## src/hsc_pkg.sv

```systemverilog
// Purpose: Shared constants and carriers for the high-speed counter control block
// Assumes: One scan clock; control word written one whole word at a time
// Notes: Two counter channels, four control bits each, in the low byte
`default_nettype none
package hsc_pkg;
	localparam int NUM_CH = 2;
	localparam int CODE_W = 4;
	localparam int WORD_W = 16;
	localparam int EV_W = 24;
	// Control code bit positions inside one channel field
	localparam int BIT_SW_RESET = 0;
	localparam int BIT_CNT_INHIBIT = 1;
	localparam int BIT_HW_RST_INHIBIT = 2;
	localparam int BIT_CLEAR_OPS = 3;
	// Control word layout and values
	localparam logic [WORD_W-1:0] CTRL_RESET = 16'h0000;
	localparam logic [7:0] RUN_LOW_BYTE = 8'h00;
	localparam logic [WORD_W-1:0] RANGE_MASK = 16'hff00;
	// Reset input selection setting: even values in this range only
	localparam logic [3:0] RST_SEL_LO = 4'h2;
	localparam logic [3:0] RST_SEL_HI = 4'h8;
	localparam logic [EV_W-1:0] EV_ZERO = 24'h000000;
	localparam logic [EV_W-1:0] EV_ONE = 24'h000001;

	typedef logic [CODE_W-1:0] code_t;

	// Per-channel request group from the scan logic
	typedef struct packed {
		logic upDown;
		logic targetLoad;
		logic targetSet;
		logic [EV_W-1:0] targetValue;
		logic camStart;
		logic spdStart;
		logic pulseStart;
		logic pulseMode;
	} chanCmd_s;

	// Per-channel status
	typedef struct packed {
		logic [EV_W-1:0] elapsed;
		logic compareFlag;
		logic camFlag;
		logic targetOut;
		logic camOut;
		logic patternOut;
		logic pulseOut;
		logic nearHome;
	} chanStat_s;

	function automatic code_t chanCode(input logic [WORD_W-1:0] word, input int ch);
		chanCode = word[ch*CODE_W +: CODE_W];
	endfunction

	function automatic logic resetSelected(input logic [3:0] sel);
		resetSelected = !sel[0] && sel >= RST_SEL_LO && sel <= RST_SEL_HI;
	endfunction
endpackage
`default_nettype wire

```

## src/hsc_channel.sv

```systemverilog
// Purpose: One high-speed counter channel steered by its control code
// Assumes: Count and reset levels already synchronised to clock
// Notes: Elapsed value is a signed 24-bit count
`default_nettype none
module hsc_channel (
	// Clock and reset
	input wire logic clock,
	input wire logic reset,
	// Control
	input wire hsc_pkg::code_t code,
	input wire logic resetAvail,
	input wire hsc_pkg::chanCmd_s cmd,
	// Synchronised pins
	input wire logic countIn,
	input wire logic resetIn,
	// Status
	output hsc_pkg::chanStat_s stat
);
	import hsc_pkg::*;

	typedef struct packed {
		chanStat_s st;
		logic [EV_W-1:0] target;
		logic setMode;
		logic cntPrev;
	} chanState_s;

	chanState_s state_r;
	chanState_s state_nxt;
	logic hwReset;
	logic countEdge;

	assign stat = state_r.st;

	always_comb begin
		state_nxt = state_r;
		state_nxt.cntPrev = countIn;
		// Reset input counts only when selected and not inhibited
		hwReset = resetIn && resetAvail && !code[BIT_HW_RST_INHIBIT];
		countEdge = countIn && !state_r.cntPrev;
		if (code[BIT_SW_RESET] || hwReset) begin
			state_nxt.st.elapsed = EV_ZERO;
		end else if (countEdge && !code[BIT_CNT_INHIBIT]) begin
			state_nxt.st.elapsed = cmd.upDown ? state_r.st.elapsed + EV_ONE
				: state_r.st.elapsed - EV_ONE;
		end
		if (code[BIT_CLEAR_OPS]) begin
			// Elapsed value deliberately left alone here
			state_nxt.st.compareFlag = 1'b0;
			state_nxt.st.camFlag = 1'b0;
			state_nxt.st.camOut = 1'b0;
			state_nxt.st.patternOut = 1'b0;
			state_nxt.st.pulseOut = 1'b0;
		end else begin
			if (state_r.st.compareFlag && state_r.st.elapsed == state_r.target) begin
				state_nxt.st.compareFlag = 1'b0;
				state_nxt.st.targetOut = state_r.setMode;
			end else if (cmd.targetLoad && !state_r.st.compareFlag) begin
				state_nxt.st.compareFlag = 1'b1;
				state_nxt.target = cmd.targetValue;
				state_nxt.setMode = cmd.targetSet;
			end
			if (cmd.camStart) begin
				state_nxt.st.camFlag = 1'b1;
				state_nxt.st.camOut = 1'b1;
			end
			if (cmd.spdStart) begin
				state_nxt.st.patternOut = 1'b1;
			end
			if (cmd.pulseStart && cmd.pulseMode) begin
				state_nxt.st.pulseOut = 1'b1;
			end
		end
		// Near-home is lost while counting is inhibited or held in reset
		state_nxt.st.nearHome = cmd.pulseMode && code[BIT_HW_RST_INHIBIT]
			&& !code[BIT_SW_RESET] && !code[BIT_CNT_INHIBIT];
	end

	always_ff @(posedge clock) begin
		if (reset) begin
			state_r <= '0;
		end else begin
			state_r <= state_nxt;
		end
	end
endmodule
`default_nettype wire

```

## src/hsc_control.sv

```systemverilog
// Purpose: High-speed counter control word and its channels
// Assumes: Scan logic writes the whole control word in one cycle
// Notes: Upper byte out of range; such a write is refused and flagged
//
// Functional notes
// Each channel owns its own four-bit field and acts on it alone.
// A written code stays in force until the next write or until entry into run mode loads the low byte.
// Bit 0 set forces the elapsed count to zero and holds it.
// Bit 1 set ignores count pulses and holds the count.
// Bit 2 set makes the external reset input ineffective.
// Bit 3 clear runs compare, pattern and cam; set stops and clears them.
// Bit 3 set drives compare and cam flags off, elapsed count untouched.
// Bit 3 set switches off pattern and cam outputs.
// Entering run mode loads zero into the control word low byte.
// Reset input works only when selection setting is even, two to eight.
// Reset inhibit only affects channels with a reset input.
// In pulse control, bit 3 stops the pulse output.
// In pulse control, bit 2 is the near-home input.
// Software rewrites the near-home bit every scan.
// Count inhibit or software reset suppresses near-home.
// Code bits combine independently.
// Out-of-range write sets a held error flag and a one-cycle pulse.
// A new code acts on the cycle after its write, whole.
`default_nettype none
module hsc_control (
	// Clock and reset
	input wire logic clock,
	input wire logic reset,
	// Control word access
	input wire logic ctrlWrite,
	input wire logic [hsc_pkg::WORD_W-1:0] ctrlWriteData,
	output logic [hsc_pkg::WORD_W-1:0] counterControlWord,
	// Mode and configuration
	input wire logic runMode,
	input wire logic [3:0] resetSelect,
	input wire logic errorClear,
	// Pins
	input wire logic [hsc_pkg::NUM_CH-1:0] countIn,
	input wire logic resetInputChA,
	input wire logic resetInputChB,
	// Channel requests and status
	input wire hsc_pkg::chanCmd_s [hsc_pkg::NUM_CH-1:0] chanCmd,
	output hsc_pkg::chanStat_s [hsc_pkg::NUM_CH-1:0] chanStat,
	// Error flags
	output logic operandErrorHoldFlag,
	output logic operandErrorPulseFlag
);
	import hsc_pkg::*;

	// ****************************************
	// State
	// ****************************************
	typedef struct packed {
		logic [WORD_W-1:0] ctrlWord;
		logic runPrev;
		logic errHold;
		logic errPulse;
		logic [NUM_CH-1:0] cntMeta;
		logic [NUM_CH-1:0] cntSync;
		logic [NUM_CH-1:0] rstMeta;
		logic [NUM_CH-1:0] rstSync;
	} ctrlState_s;

	ctrlState_s state_r;
	ctrlState_s state_nxt;
	logic badWrite;
	logic runEdge;
	logic resetAvail;

	assign counterControlWord = state_r.ctrlWord;
	assign operandErrorHoldFlag = state_r.errHold;
	assign operandErrorPulseFlag = state_r.errPulse;
	assign resetAvail = resetSelected(resetSelect);

	always_comb begin
		state_nxt = state_r;
		// Two-stage synchronisers for the pins
		state_nxt.cntMeta = countIn;
		state_nxt.cntSync = state_r.cntMeta;
		state_nxt.rstMeta = {resetInputChB, resetInputChA};
		state_nxt.rstSync = state_r.rstMeta;
		state_nxt.runPrev = runMode;
		badWrite = ctrlWrite && ((ctrlWriteData & RANGE_MASK) != '0);
		runEdge = runMode && !state_r.runPrev;
		if (ctrlWrite && !badWrite) begin
			state_nxt.ctrlWord = ctrlWriteData;
		end
		// Mode change wins over a write in the same cycle
		if (runEdge) begin
			state_nxt.ctrlWord[7:0] = RUN_LOW_BYTE;
		end
		state_nxt.errPulse = badWrite;
		// Set wins over clear
		if (badWrite) begin
			state_nxt.errHold = 1'b1;
		end else if (errorClear) begin
			state_nxt.errHold = 1'b0;
		end
	end

	always_ff @(posedge clock) begin
		if (reset) begin
			state_r <= '0;
		end else begin
			state_r <= state_nxt;
		end
	end

	// ****************************************
	// Channels
	// ****************************************
	for (genvar ch = 0; ch < NUM_CH; ch++) begin : g_chan
		hsc_channel u_chan (
			.clock(clock),
			.reset(reset),
			.code(chanCode(state_r.ctrlWord, ch)),
			.resetAvail(resetAvail),
			.cmd(chanCmd[ch]),
			.countIn(state_r.cntSync[ch]),
			.resetIn(state_r.rstSync[ch]),
			.stat(chanStat[ch])
		);
	end
endmodule
`default_nettype wire

```

## config.mk

```make
export PLATFORM = sky130hd
export DESIGN_NAME = hsc_control
export DESIGN_NICKNAME = d
export VERILOG_FILES = /design/src/hsc_pkg.sv /design/src/hsc_channel.sv /design/src/hsc_control.sv
export SDC_FILE = /design/constraint.sdc
export NUM_CORES = 1
export LEC_CHECK = 0
export BUFFER_PORTS_ARGS = -buffer_cell sky130_fd_sc_hd__buf_2
export CORE_MARGIN = 4
export CORE_UTILIZATION = 55
export CTS_CLUSTER_DIAMETER = 150
export DETAILED_ROUTE_END_ITERATION = 16
export HOLD_SLACK_MARGIN = 0.06
export PLACE_DENSITY = 0.81
export SETUP_SLACK_MARGIN = 0.2
export SYNTH_ARGS = -nofsm -noshare
export SYNTH_HDL_FRONTEND = slang
export SYNTH_SLANG_ARGS = --single-unit
export TNS_END_PERCENT = 10
```

## constraint.sdc

```tcl
create_clock -name clock -period 3.2 [get_ports clock]
set_input_delay 0.48 -clock clock [delete_from_list [all_inputs] [get_ports clock]]
set_output_delay 0.48 -clock clock [all_outputs]
set_load 0.02 [all_outputs]
```

# Yosys cells after proc, flatten, opt, wreduce, memory -nomap -nowiden
# Index checks and enable logic that the tools add are counted.
dict set report op_classes {
  addsub 4
  muxes 4
  order_cmp 2
  n_reduce_logical 53
  bitwise_logic 4
  eq_ne 2
}
# cell count
set ops {}
lappend ops {{adder 24 x 1 -> 24 bit (second input constant)} 2}
lappend ops {{== test 24 bit} 2}
lappend ops {{two-way mux 24 bit} 2}
lappend ops {{subtractor 24 x 1 -> 24 bit (second input constant)} 2}
lappend ops {{logical AND 1 bit} 25}
lappend ops {{nonzero test 16 bit} 1}
lappend ops {{zero test 1 bit} 13}
lappend ops {{OR reduction 2 bit} 5}
lappend ops {{AND reduction 3 bit} 2}
lappend ops {{OR reduction 3 bit} 2}
lappend ops {{greater-or-equal comparator 4 x 2 -> 1 bit (second input constant)} 1}
lappend ops {{<= comparator 4 bit (second input constant)} 1}
lappend ops {{inverter 1 bit} 4}
lappend ops {{AND reduction 2 bit} 2}
lappend ops {{logical OR 1 bit} 2}
lappend ops {{two-way mux 1 bit} 2}
lappend ops {{nonzero test 2 bit} 1}
dict set report word_totals {
  word_cells 98
  reg_bits 139
  in_bits 91
  out_inout_bits 80
}

# Longest topological paths before layout
# Gate-level depths: netlist (run 1).
dict set report depth {
  ltp_word 7
  ltp_mapped 11
  depth_no_buf 10
}

# Modules after synthesis
# From an unflattened synthesis (run 1), not the netlist that was laid out.
dict set report hier_totals {
  cells_unflattened 1022
  hier_area_um2 8386.8
}
# mod area_each_um2 n_inst cells_each seq_area_each_um2
set modules_own_cells {}
lappend modules_own_cells {{hsc_channel at g_chan[1].u_chan} 3673.5 1 462 1121.1}
lappend modules_own_cells {{hsc_channel at g_chan[0].u_chan} 3656.0 1 457 1121.1}
lappend modules_own_cells {hsc_control 1057.3 1 103 540.5}

# Worst setup path after synthesis (run 1)
# Ideal clock, no wire load.
dict set report synth_timing {
  path_type {input port to flip-flop}
  startpoint {in chanCmd[30] (netlist name)}
  endpoint {reg g_chan[0].u_chan.state_r (netlist bit g_chan[0].u_chan.stat[29])}
  path_slack_ps 250
  path_stages 10
  required_ps 3083
  n_path_buf 0
  setup_ps 117
  t_arrival_ps 2834
  path_cell_list {inv_1 -> ha_1 -> a21o_1 -> a221oi_1 -> or3b_4 -> a31oi_2 -> a21oi_2 -> o21ai_0 -> xor2_1 -> a22o_1}
}
dict set report synth_via {
  elab_chain_len 1
}
# item line
set synth_lines {}
lappend synth_lines {{start, declared} hsc_control.sv:42} ;# input wire hsc_pkg::chanCmd_s [hsc_pkg::NUM_CH-1:0] chanCmd,
lappend synth_lines {{two-way mux 24 bit} hsc_channel.sv:44} ;# state_nxt.st.elapsed = cmd.upDown ? state_r.st.elapsed + EV_ONE
lappend synth_lines {{end signal, assigned} hsc_channel.sv:83} ;# state_r <= state_nxt;
lappend synth_lines {{end, declared} hsc_channel.sv:28} ;# chanState_s state_r;
# No other way between the ends.
# A chain may end at the register's enable or synchronous reset.

# Final worst setup path (run 1)
# Ends and elaborated chain as after synthesis.

==> results of run 1 <==
registers in the layout, summed over array words and instances, names as in the netlist:
signal and count:
g_chan.u_chan.stat 60, g_chan.u_chan.state_r 52, counterControlWord 16, state_r 5, state_nxt 4, operandErrorHoldFlag 1, operandErrorPulseFlag 1
cell type report:
cell class / count / share of cell area
timing repair buffer: 186 / 0.109
tap: 180 / 0.0249
inverter: 10 / 0.00415
clock inverter: 12 / 0.0228
sequential: 139 / 0.308
multi-input combinational: 718 / 0.483
clock buffer: 19 / 0.0490
cell usage after synthesis (all sizes together):
library cell / number
o21a: 10
buf: 82
nand2: 195
a21boi: 2
o22ai: 3
a211oi: 6
o31ai: 6
a21o: 23
xnor2: 49
or4: 2
nand2b: 9
o221a: 1
a22o: 8
nor2: 45
xor2: 38
o211a: 2
a21oi: 130
dfxtp: 139
a311o: 3
a22oi: 1
or3b: 1
a31oi: 7
o21bai: 3
nand4: 11
nor2b: 14
fa: 2
o21ai: 33
o31a: 2
or3: 3
nor3b: 2
ha: 44
nor4: 9
a221oi: 1
or4b: 1
and3: 6
clkbuf: 28
o2111ai: 1
o211ai: 3
nand3: 9
mux2i: 9
a221o: 1
and2: 14
inv: 10
nor3: 9
cells by family (layout without fill, tap and decap cells):
kind of cell / after synthesis / after routing / synth area share
AO/OA/AOI/OAI: 246 / 246 / 0.186
buffers and inverters: 120 / 227 / 0.0943
XOR/XNOR: 87 / 87 / 0.0965
AND/OR/NAND/NOR: 330 / 330 / 0.184
adder cells (fa/ha/maj): 46 / 46 / 0.0748
multiplexers: 9 / 9 / 0.0114
flip-flops: 139 / 139 / 0.352
routing by layer:
| metal | up-vias | wire, um |
|---|---|---|
| met3 | 20 | 1040 |
| met2 | 184 | 10100 |
| li1 | 3485 | - |
| met4 | 0 | 252 |
| met1 | 3231 | 9290 |
| met5 | - | 0 |
where the power goes:
group | switching [mW] | leakage [nW] | internal (mW)
combinational | 0.436 | 2.78 | 0.303
sequential | 0.0721 | 1.14 | 1.81
clock | 0.767 | 0.315 | 1.41
path summary, 6_finish.rpt:
check	start	end	slack [ns]
setup / recovery	chanCmd[30]	g_chan[0].u_chan.stat[29]$_SDFFE_PP0P_	0.44
hold / removal	chanCmd[34]	g_chan[1].u_chan.stat[5]$_SDFFE_PP0P_	0.25
setup reg to reg	g_chan[0].u_chan.stat[7]$_SDFFE_PP0P_	g_chan[0].u_chan.stat[29]$_SDFFE_PP0P_	0.58
hold reg to reg	state_nxt[4]$_SDFF_PP0_	state_r[4]$_SDFF_PP0_	0.45
repair_timing:
action / 4_1_cts / 5_1_grt
buffers inserted: 0 / 0
hold endpoints to repair: 0 / 0
setup endpoints to repair: 0 / 1
gates resized for setup: 0 / 1
==> impl_results.md, run 1 <==
- Status: complete, no violations
- Initial DRT Pass Iterations: 5
- Clk buf depth: 2
- Fmax: ~0.36 GHz
- Final std cells w/o fill: between 1k and 1.5k
- Count of final setup violators: 0
- CTS buffer count: 17
- Fin crit share: 0.863
- ANT cells: 0
- Hold Path Stages: 2
- Nets: approximately 1.2k
- Final wirelength: between 20,000 and 25,000 um
- Slowest cell delay on critical path: 0.40 ns
- Number of global-route vias before repair: about 6.6k
- ANT nets after route: 0
- Most common cell after layout, fill and taps aside: nand2_1
- Fill cells: 1,225
- Routed length per instance: around 16 um
- Worst path cell trace: buf_2, inv_1, ha_1, a21o_1, a221oi_1, or3b_4, a31oi_2, a21oi_2, o21ai_0, xor2_1, a22o_1
- Total power: 4.80 mW
- Worst Clk Skew: just over 0.008 ns
- Most frequent cells in the layout: 195 x nand2_1, 170 x buf_2, 139 x dfxtp_1
- Final Wtd Congestion: about 0.94
- VDD IR max: roughly 0.49 mV
- Area post-placement: around 8400 um^2
- Worst Path Max Fanout: 13
- Top-area cell type share of the netlist area: 0.352
- Worst path slowest cell: a221oi_1
- Crit. End Element: flip-flop
- Syn_area_per_cell: 8.08 um^2
- M3 GR Usage: 0.0600
- DP Worst Slack: a little under 0.02 ns
- Largest net degree at the start of global routing: 37
- Hold-fix buffers, CTS: 0
- Worst Max-Slew Pin Slew: 1.01 ns
- Core Rows: 43
- Mapped Cells: 977
- Slew headroom: 0.322
- Largest cells by area after synthesis: dfxtp_1 35%, nand2_1 9.3%, a21oi_1 8.2%, buf_4 7.4%, ha_1 7.0%
- Largest area contributor in the netlist: dfxtp_1
- Seq cells post-synth: 139
- M2 GR Usage: 0.422
- Synth cell types: 49
- Setup Crit Path Kind: input port to flip-flop
- # IOs: 171
- Leakage: 4.23 nW
- H-tree Lvls: 4
- Slew Viols, Final: 0
- Final instance area: ~9000 um^2
- Worst r2r path cells: 9
- CTS tree: done
- DPL Wire Length: between 15,000 and 20,000 um
- Register Area: 2780 um^2
- Layout cells sized above 1: 0.203
- Setup TNS: 0 ns
- Worst setup margin: 0.439 ns
- GRT Resource Usage Total: 0.250
- Global route overflow: 0
- Initial DRC Count: about 480
- Initial core utilization: 0.564
- WP data required: 3.51 ns
- First-pass GRT wire length: between 30,000 and 40,000 um
- Worst EP arrival: ~3.1 ns
- DRC: 0
- Core area: ~14,000 um^2
- Chip Height: between 100 and 150 um
- Hold Path Class: input port to flip-flop
- Mapped cell area: 7900 um^2
- Full die area: ~16,000 um^2
- Number of cells on the critical path: 11
- Max-cap violations: 0
- Final min period: 2.76 ns
- Final core utilization: 0.647
- CTS Sinks: roughly 140
- Clk slew on worst S/H paths: roughly 0.06 ns
- Grt peak-use layer: met2
- Latest clock arrival within the worst-skew pair: around 0.42 ns
- Synth-to-layout area growth: 14.6%
- Initial antenna violation count: 0
- Cells after DPL: about 1.2k
- Port Buf Inserts: 170
- CP startpoint kind: input port
- Syn. warnings: 0
- CP Buf/Inv Count: 2
- Root Buffer: clkbuf_16
- Hold Vio Cnt, Final: 0
- Min Hold Slack: 0.255 ns
- Multi-input combinational cell area: roughly 4400 um^2
- Register area share after synthesis: 0.352
- Delay-heaviest family, CP: compound AO/OA/AOI/OAI gates
- Mapped Nets: around 1.1k
- Vias: about 6.9k
- RSZ-0062 raised after global routing: false
- Via density per instance: 5.47
- Die width: ~130 um
- Met1 usage: 0.321
- Power density over the cells: around 530 nW/um^2
No activity file was read; power rests on OpenSTA's default activity.
==> run 2, diff against run 1 <==
ABC_AREA = 1   (was unset)
CORE_UTILIZATION = 58   (was 55)
PLACE_DENSITY = 0.82   (was 0.81)
SETUP_SLACK_MARGIN = unset   (was 0.2)
==> run 2 against run 1 <==
Compared with the run above:
- synthesized area up 25%
- sequential power up 2%
- global-route usage up 2.7 points
- final area up 21%
- combinational power up 42%
- core utilization up 1.2 points
- largest power group unchanged
- critical endpoint is now g_chan[1].u_chan.stat[19]$_SDFFE_PP0P_
- register-to-register slack better by 0.39 ns
==> impl_results.md, run 2 <==
- Largest net degree at the start of global routing: 36
- Total power: 4.98 mW
- Syn. warnings: 0
- Via density per instance: between 5 and 6
- Internal: 3.39 mW
- Status: complete, no violations
- Hold Vio Cnt, Final: 0
- PostCTS Resize Cnt: 0
- Post-synth EDFFs: 0
- Seq cells post-synth: approximately 140
- Largest area contributor in the netlist: dfxtp_1
- Hold Path Class: input port to flip-flop
- Area post-placement: 10,400 um^2
- Count of final setup violators: 0
- Register area share after synthesis: 0.282
- GRT Resource Usage Total: 0.276
- DRC: 0
- Initial DRT Pass Iterations: 5
- Initial core utilization: 0.593
- Post-synth top cells: 473 x nand2_1, 308 x inv_1, 193 x nor2_1
- Setup TNS: 0 ns
- Worst Clk Skew: ~0.017 ns
- Final instance area: between 10,000 and 15,000 um^2
- Full die area: about 19,000 um^2
- ANT cells: 0
- WP data required: ~3.5 ns
- Die width: around 140 um
- Final wirelength: 27,500 um
- Layout cells sized above 1: 0.141
- Most frequent cells in the layout: 473 x nand2_1, 308 x inv_1, 193 x nor2_1
- Vias: just under 10k
- Number of global-route vias before repair: slightly above 9k
- Chip Height: 138 um
- Combinational Power Share: 0.212
- Count leader, synth: nand2_1
- Final min period: approximately 2.2 ns
- First-pass GRT wire length: 44,000 um
- Hold Path Stages: 2
- Worst Max-Slew Pin Slew: a little over 0.7 ns
- Max reg flops: 60
- Sequential share of power: 0.386
- Initial antenna violation count: 1
- Fmax: ~0.45 GHz
- Final Wtd Congestion: about 0.98
- Most common cell after layout, fill and taps aside: nand2_1
- CTS Sinks: roughly 140
- Setup bufs post-CTS: 0
- Slew Viols, Final: 0
- Root Buffer: clkbuf_16
- CP startpoint kind: flip-flop
- Core Rows: 47
- Top-area cell type share of the netlist area: 0.282
- Clk slew on worst S/H paths: ~0.060 ns
- Synth cell types: 35
- Port Buf Inserts: 170
- Mapped Cells: about 1.6k
- Largest cells by area after synthesis: dfxtp_1 28%, nand2_1 18%, inv_1 12%, nor2_1 7.3%, buf_4 5.9%
- Synth-to-layout area growth: 10.9%
- VDD IR max: slightly below 0.5 mV
- Worst EP arrival: 2.55 ns
- Nets: between 1.5k and 2k
- Latest clock arrival within the worst-skew pair: between 0.4 and 0.5 ns
- Syn_area_per_cell: 6.02 um^2
- Core area: between 15,000 and 20,000 um^2
- ANT nets after route: 0
- Leakage: between 6 and 7 nW
- DPL Wire Length: between 20,000 and 25,000 um
- # IOs: 171
- Setup Crit Path Kind: flip-flop to flip-flop
- Clk buf depth: 2
- Power density over the cells: 454 nW/um^2
- Fill cells: between 1.5k and 2k
- RSZ-0062 raised after global routing: false
- Hold-fix buffers, CTS: 0
- Mapped Nets: between 1.5k and 2k
- Top FF cell, synth: dfxtp_1
- H-tree Lvls: 4
- Fin crit share: 0.696
- Switching Share: 0.320
- Global route overflow: 0
- Slew headroom: 0.526
- Max-cap violations: 0
- Initial DRC Count: 711
- NetSw: around 1.6 mW
- Clk pwr share: 0.402
- CTS tree: done
- Routed length per instance: 14.0 um
- Worst Path Max Fanout: 7
- CTS buffer count: 17
- Crit. End Element: flip-flop
- Mapped cell area: between 9000 and 10,000 um^2
- Synth async-reset ratio: 0
- Worst r2r path cells: 12
run 2: cell types whose count changed after synthesis, moves of 10 or more:
| cell | change |
|---|---|
| a21o_1 | -18 |
| a21oi_1 | -23 |
| and2_1 | -12 |
| buf_2 | +12 |
| clkbuf_1 | -11 |
| inv_1 | +298 |
| nand2_1 | +278 |
| nand3_1 | +70 |
| nor2_1 | +148 |
| nor2b_1 | -14 |
| o21a_1 | -10 |
| o21ai_0 | +47 |
| xnor2_1 | -34 |
| xor2_1 | -25 |
run 2: cell families after synthesis:
group / Yosys count / share of synthesized area
and+or+nand+nor: 806 / 0.337
buffers and inverters: 420 / 0.191
AOI/OAI and AO/OA: 202 / 0.105
DFF: 139 / 0.282
adders and majority gates: 46 / 0.0598
xor gates and xnor gates: 28 / 0.0248
run 2: worst paths after layout:
path | start | to | slack (ns)
worst max-delay path | g_chan[1].u_chan.stat[7]$_SDFFE_PP0P_ | g_chan[1].u_chan.stat[19]$_SDFFE_PP0P_ | 0.97
worst max register to register | g_chan[1].u_chan.stat[7]$_SDFFE_PP0P_ | g_chan[1].u_chan.stat[19]$_SDFFE_PP0P_ | 0.97
worst min-delay path | errorClear | operandErrorHoldFlag$_SDFFE_PP0P_ | 0.25
worst min register to register | state_nxt[1]$_SDFF_PP0_ | state_r[1]$_SDFF_PP0_ | 0.40
run 2: layer usage:
metal | wire, um | track usage | part of all wire
met1 | 12200 | 0.369 | 0.45
met2 | 12300 | 0.446 | 0.45
met3 | 2120 | 0.0552 | 0.077
met4 | 821 | 0.0978 | 0.030
met5 | 8 | 0 | 0.00029
run 2: area by class of cell:
| type | count | area [um^2] | share of cell area |
|---|---|---|---|
| clock buffers | 18 | 439 | 0.0401 |
| clock inverters | 13 | 156 | 0.0143 |
| inverters | 312 | 1170 | 0.107 |
| multi-input cells | 1082 | 5220 | 0.476 |
| flip-flops and latches | 139 | 2780 | 0.254 |
| well taps | 220 | 275 | 0.0251 |
| repair buffers | 179 | 918 | 0.0838 |
run 2: power by group through the flow:
stage                     Sequential [mW]  Combinational, mW  Clock [mW]
after global placement               1.96               1.02           0
final                                1.92               1.05        2.00
after detailed placement             1.96               1.03           0
after global routing                 1.93               1.19        2.12
after CTS                            1.92               1.04        2.03
after floorplan                      1.93              0.808           0
run 2: worst max-delay path, cell delays in order, from the launching register on:
cell     delay, ns
dfxtp_1       0.49
inv_2         0.11
fa_1          0.43
inv_1         0.17
nand3_1       0.09
nand3_1       0.22
nand3_1       0.11
nand2_1       0.16
nand2_1       0.09
nand3_1       0.08
nand3_1       0.09
nand2_1       0.07
inv_1         0.04
run 2: stage by stage:
stage / std cells / util / setup slack [ns] / hold slack [ns]
after CTS: 1963 / 0.658 / 1.04 / 0.243
after global placement: 1932 / 0.623 / 0.688 / 0.390
after detailed placement: 1932 / 0.623 / 0.651 / 0.395
after global routing: 1963 / 0.658 / 0.824 / 0.243
final: 1963 / 0.658 / 0.971 / 0.251
after floorplan: 1641 / - / 0.976 / 0.388
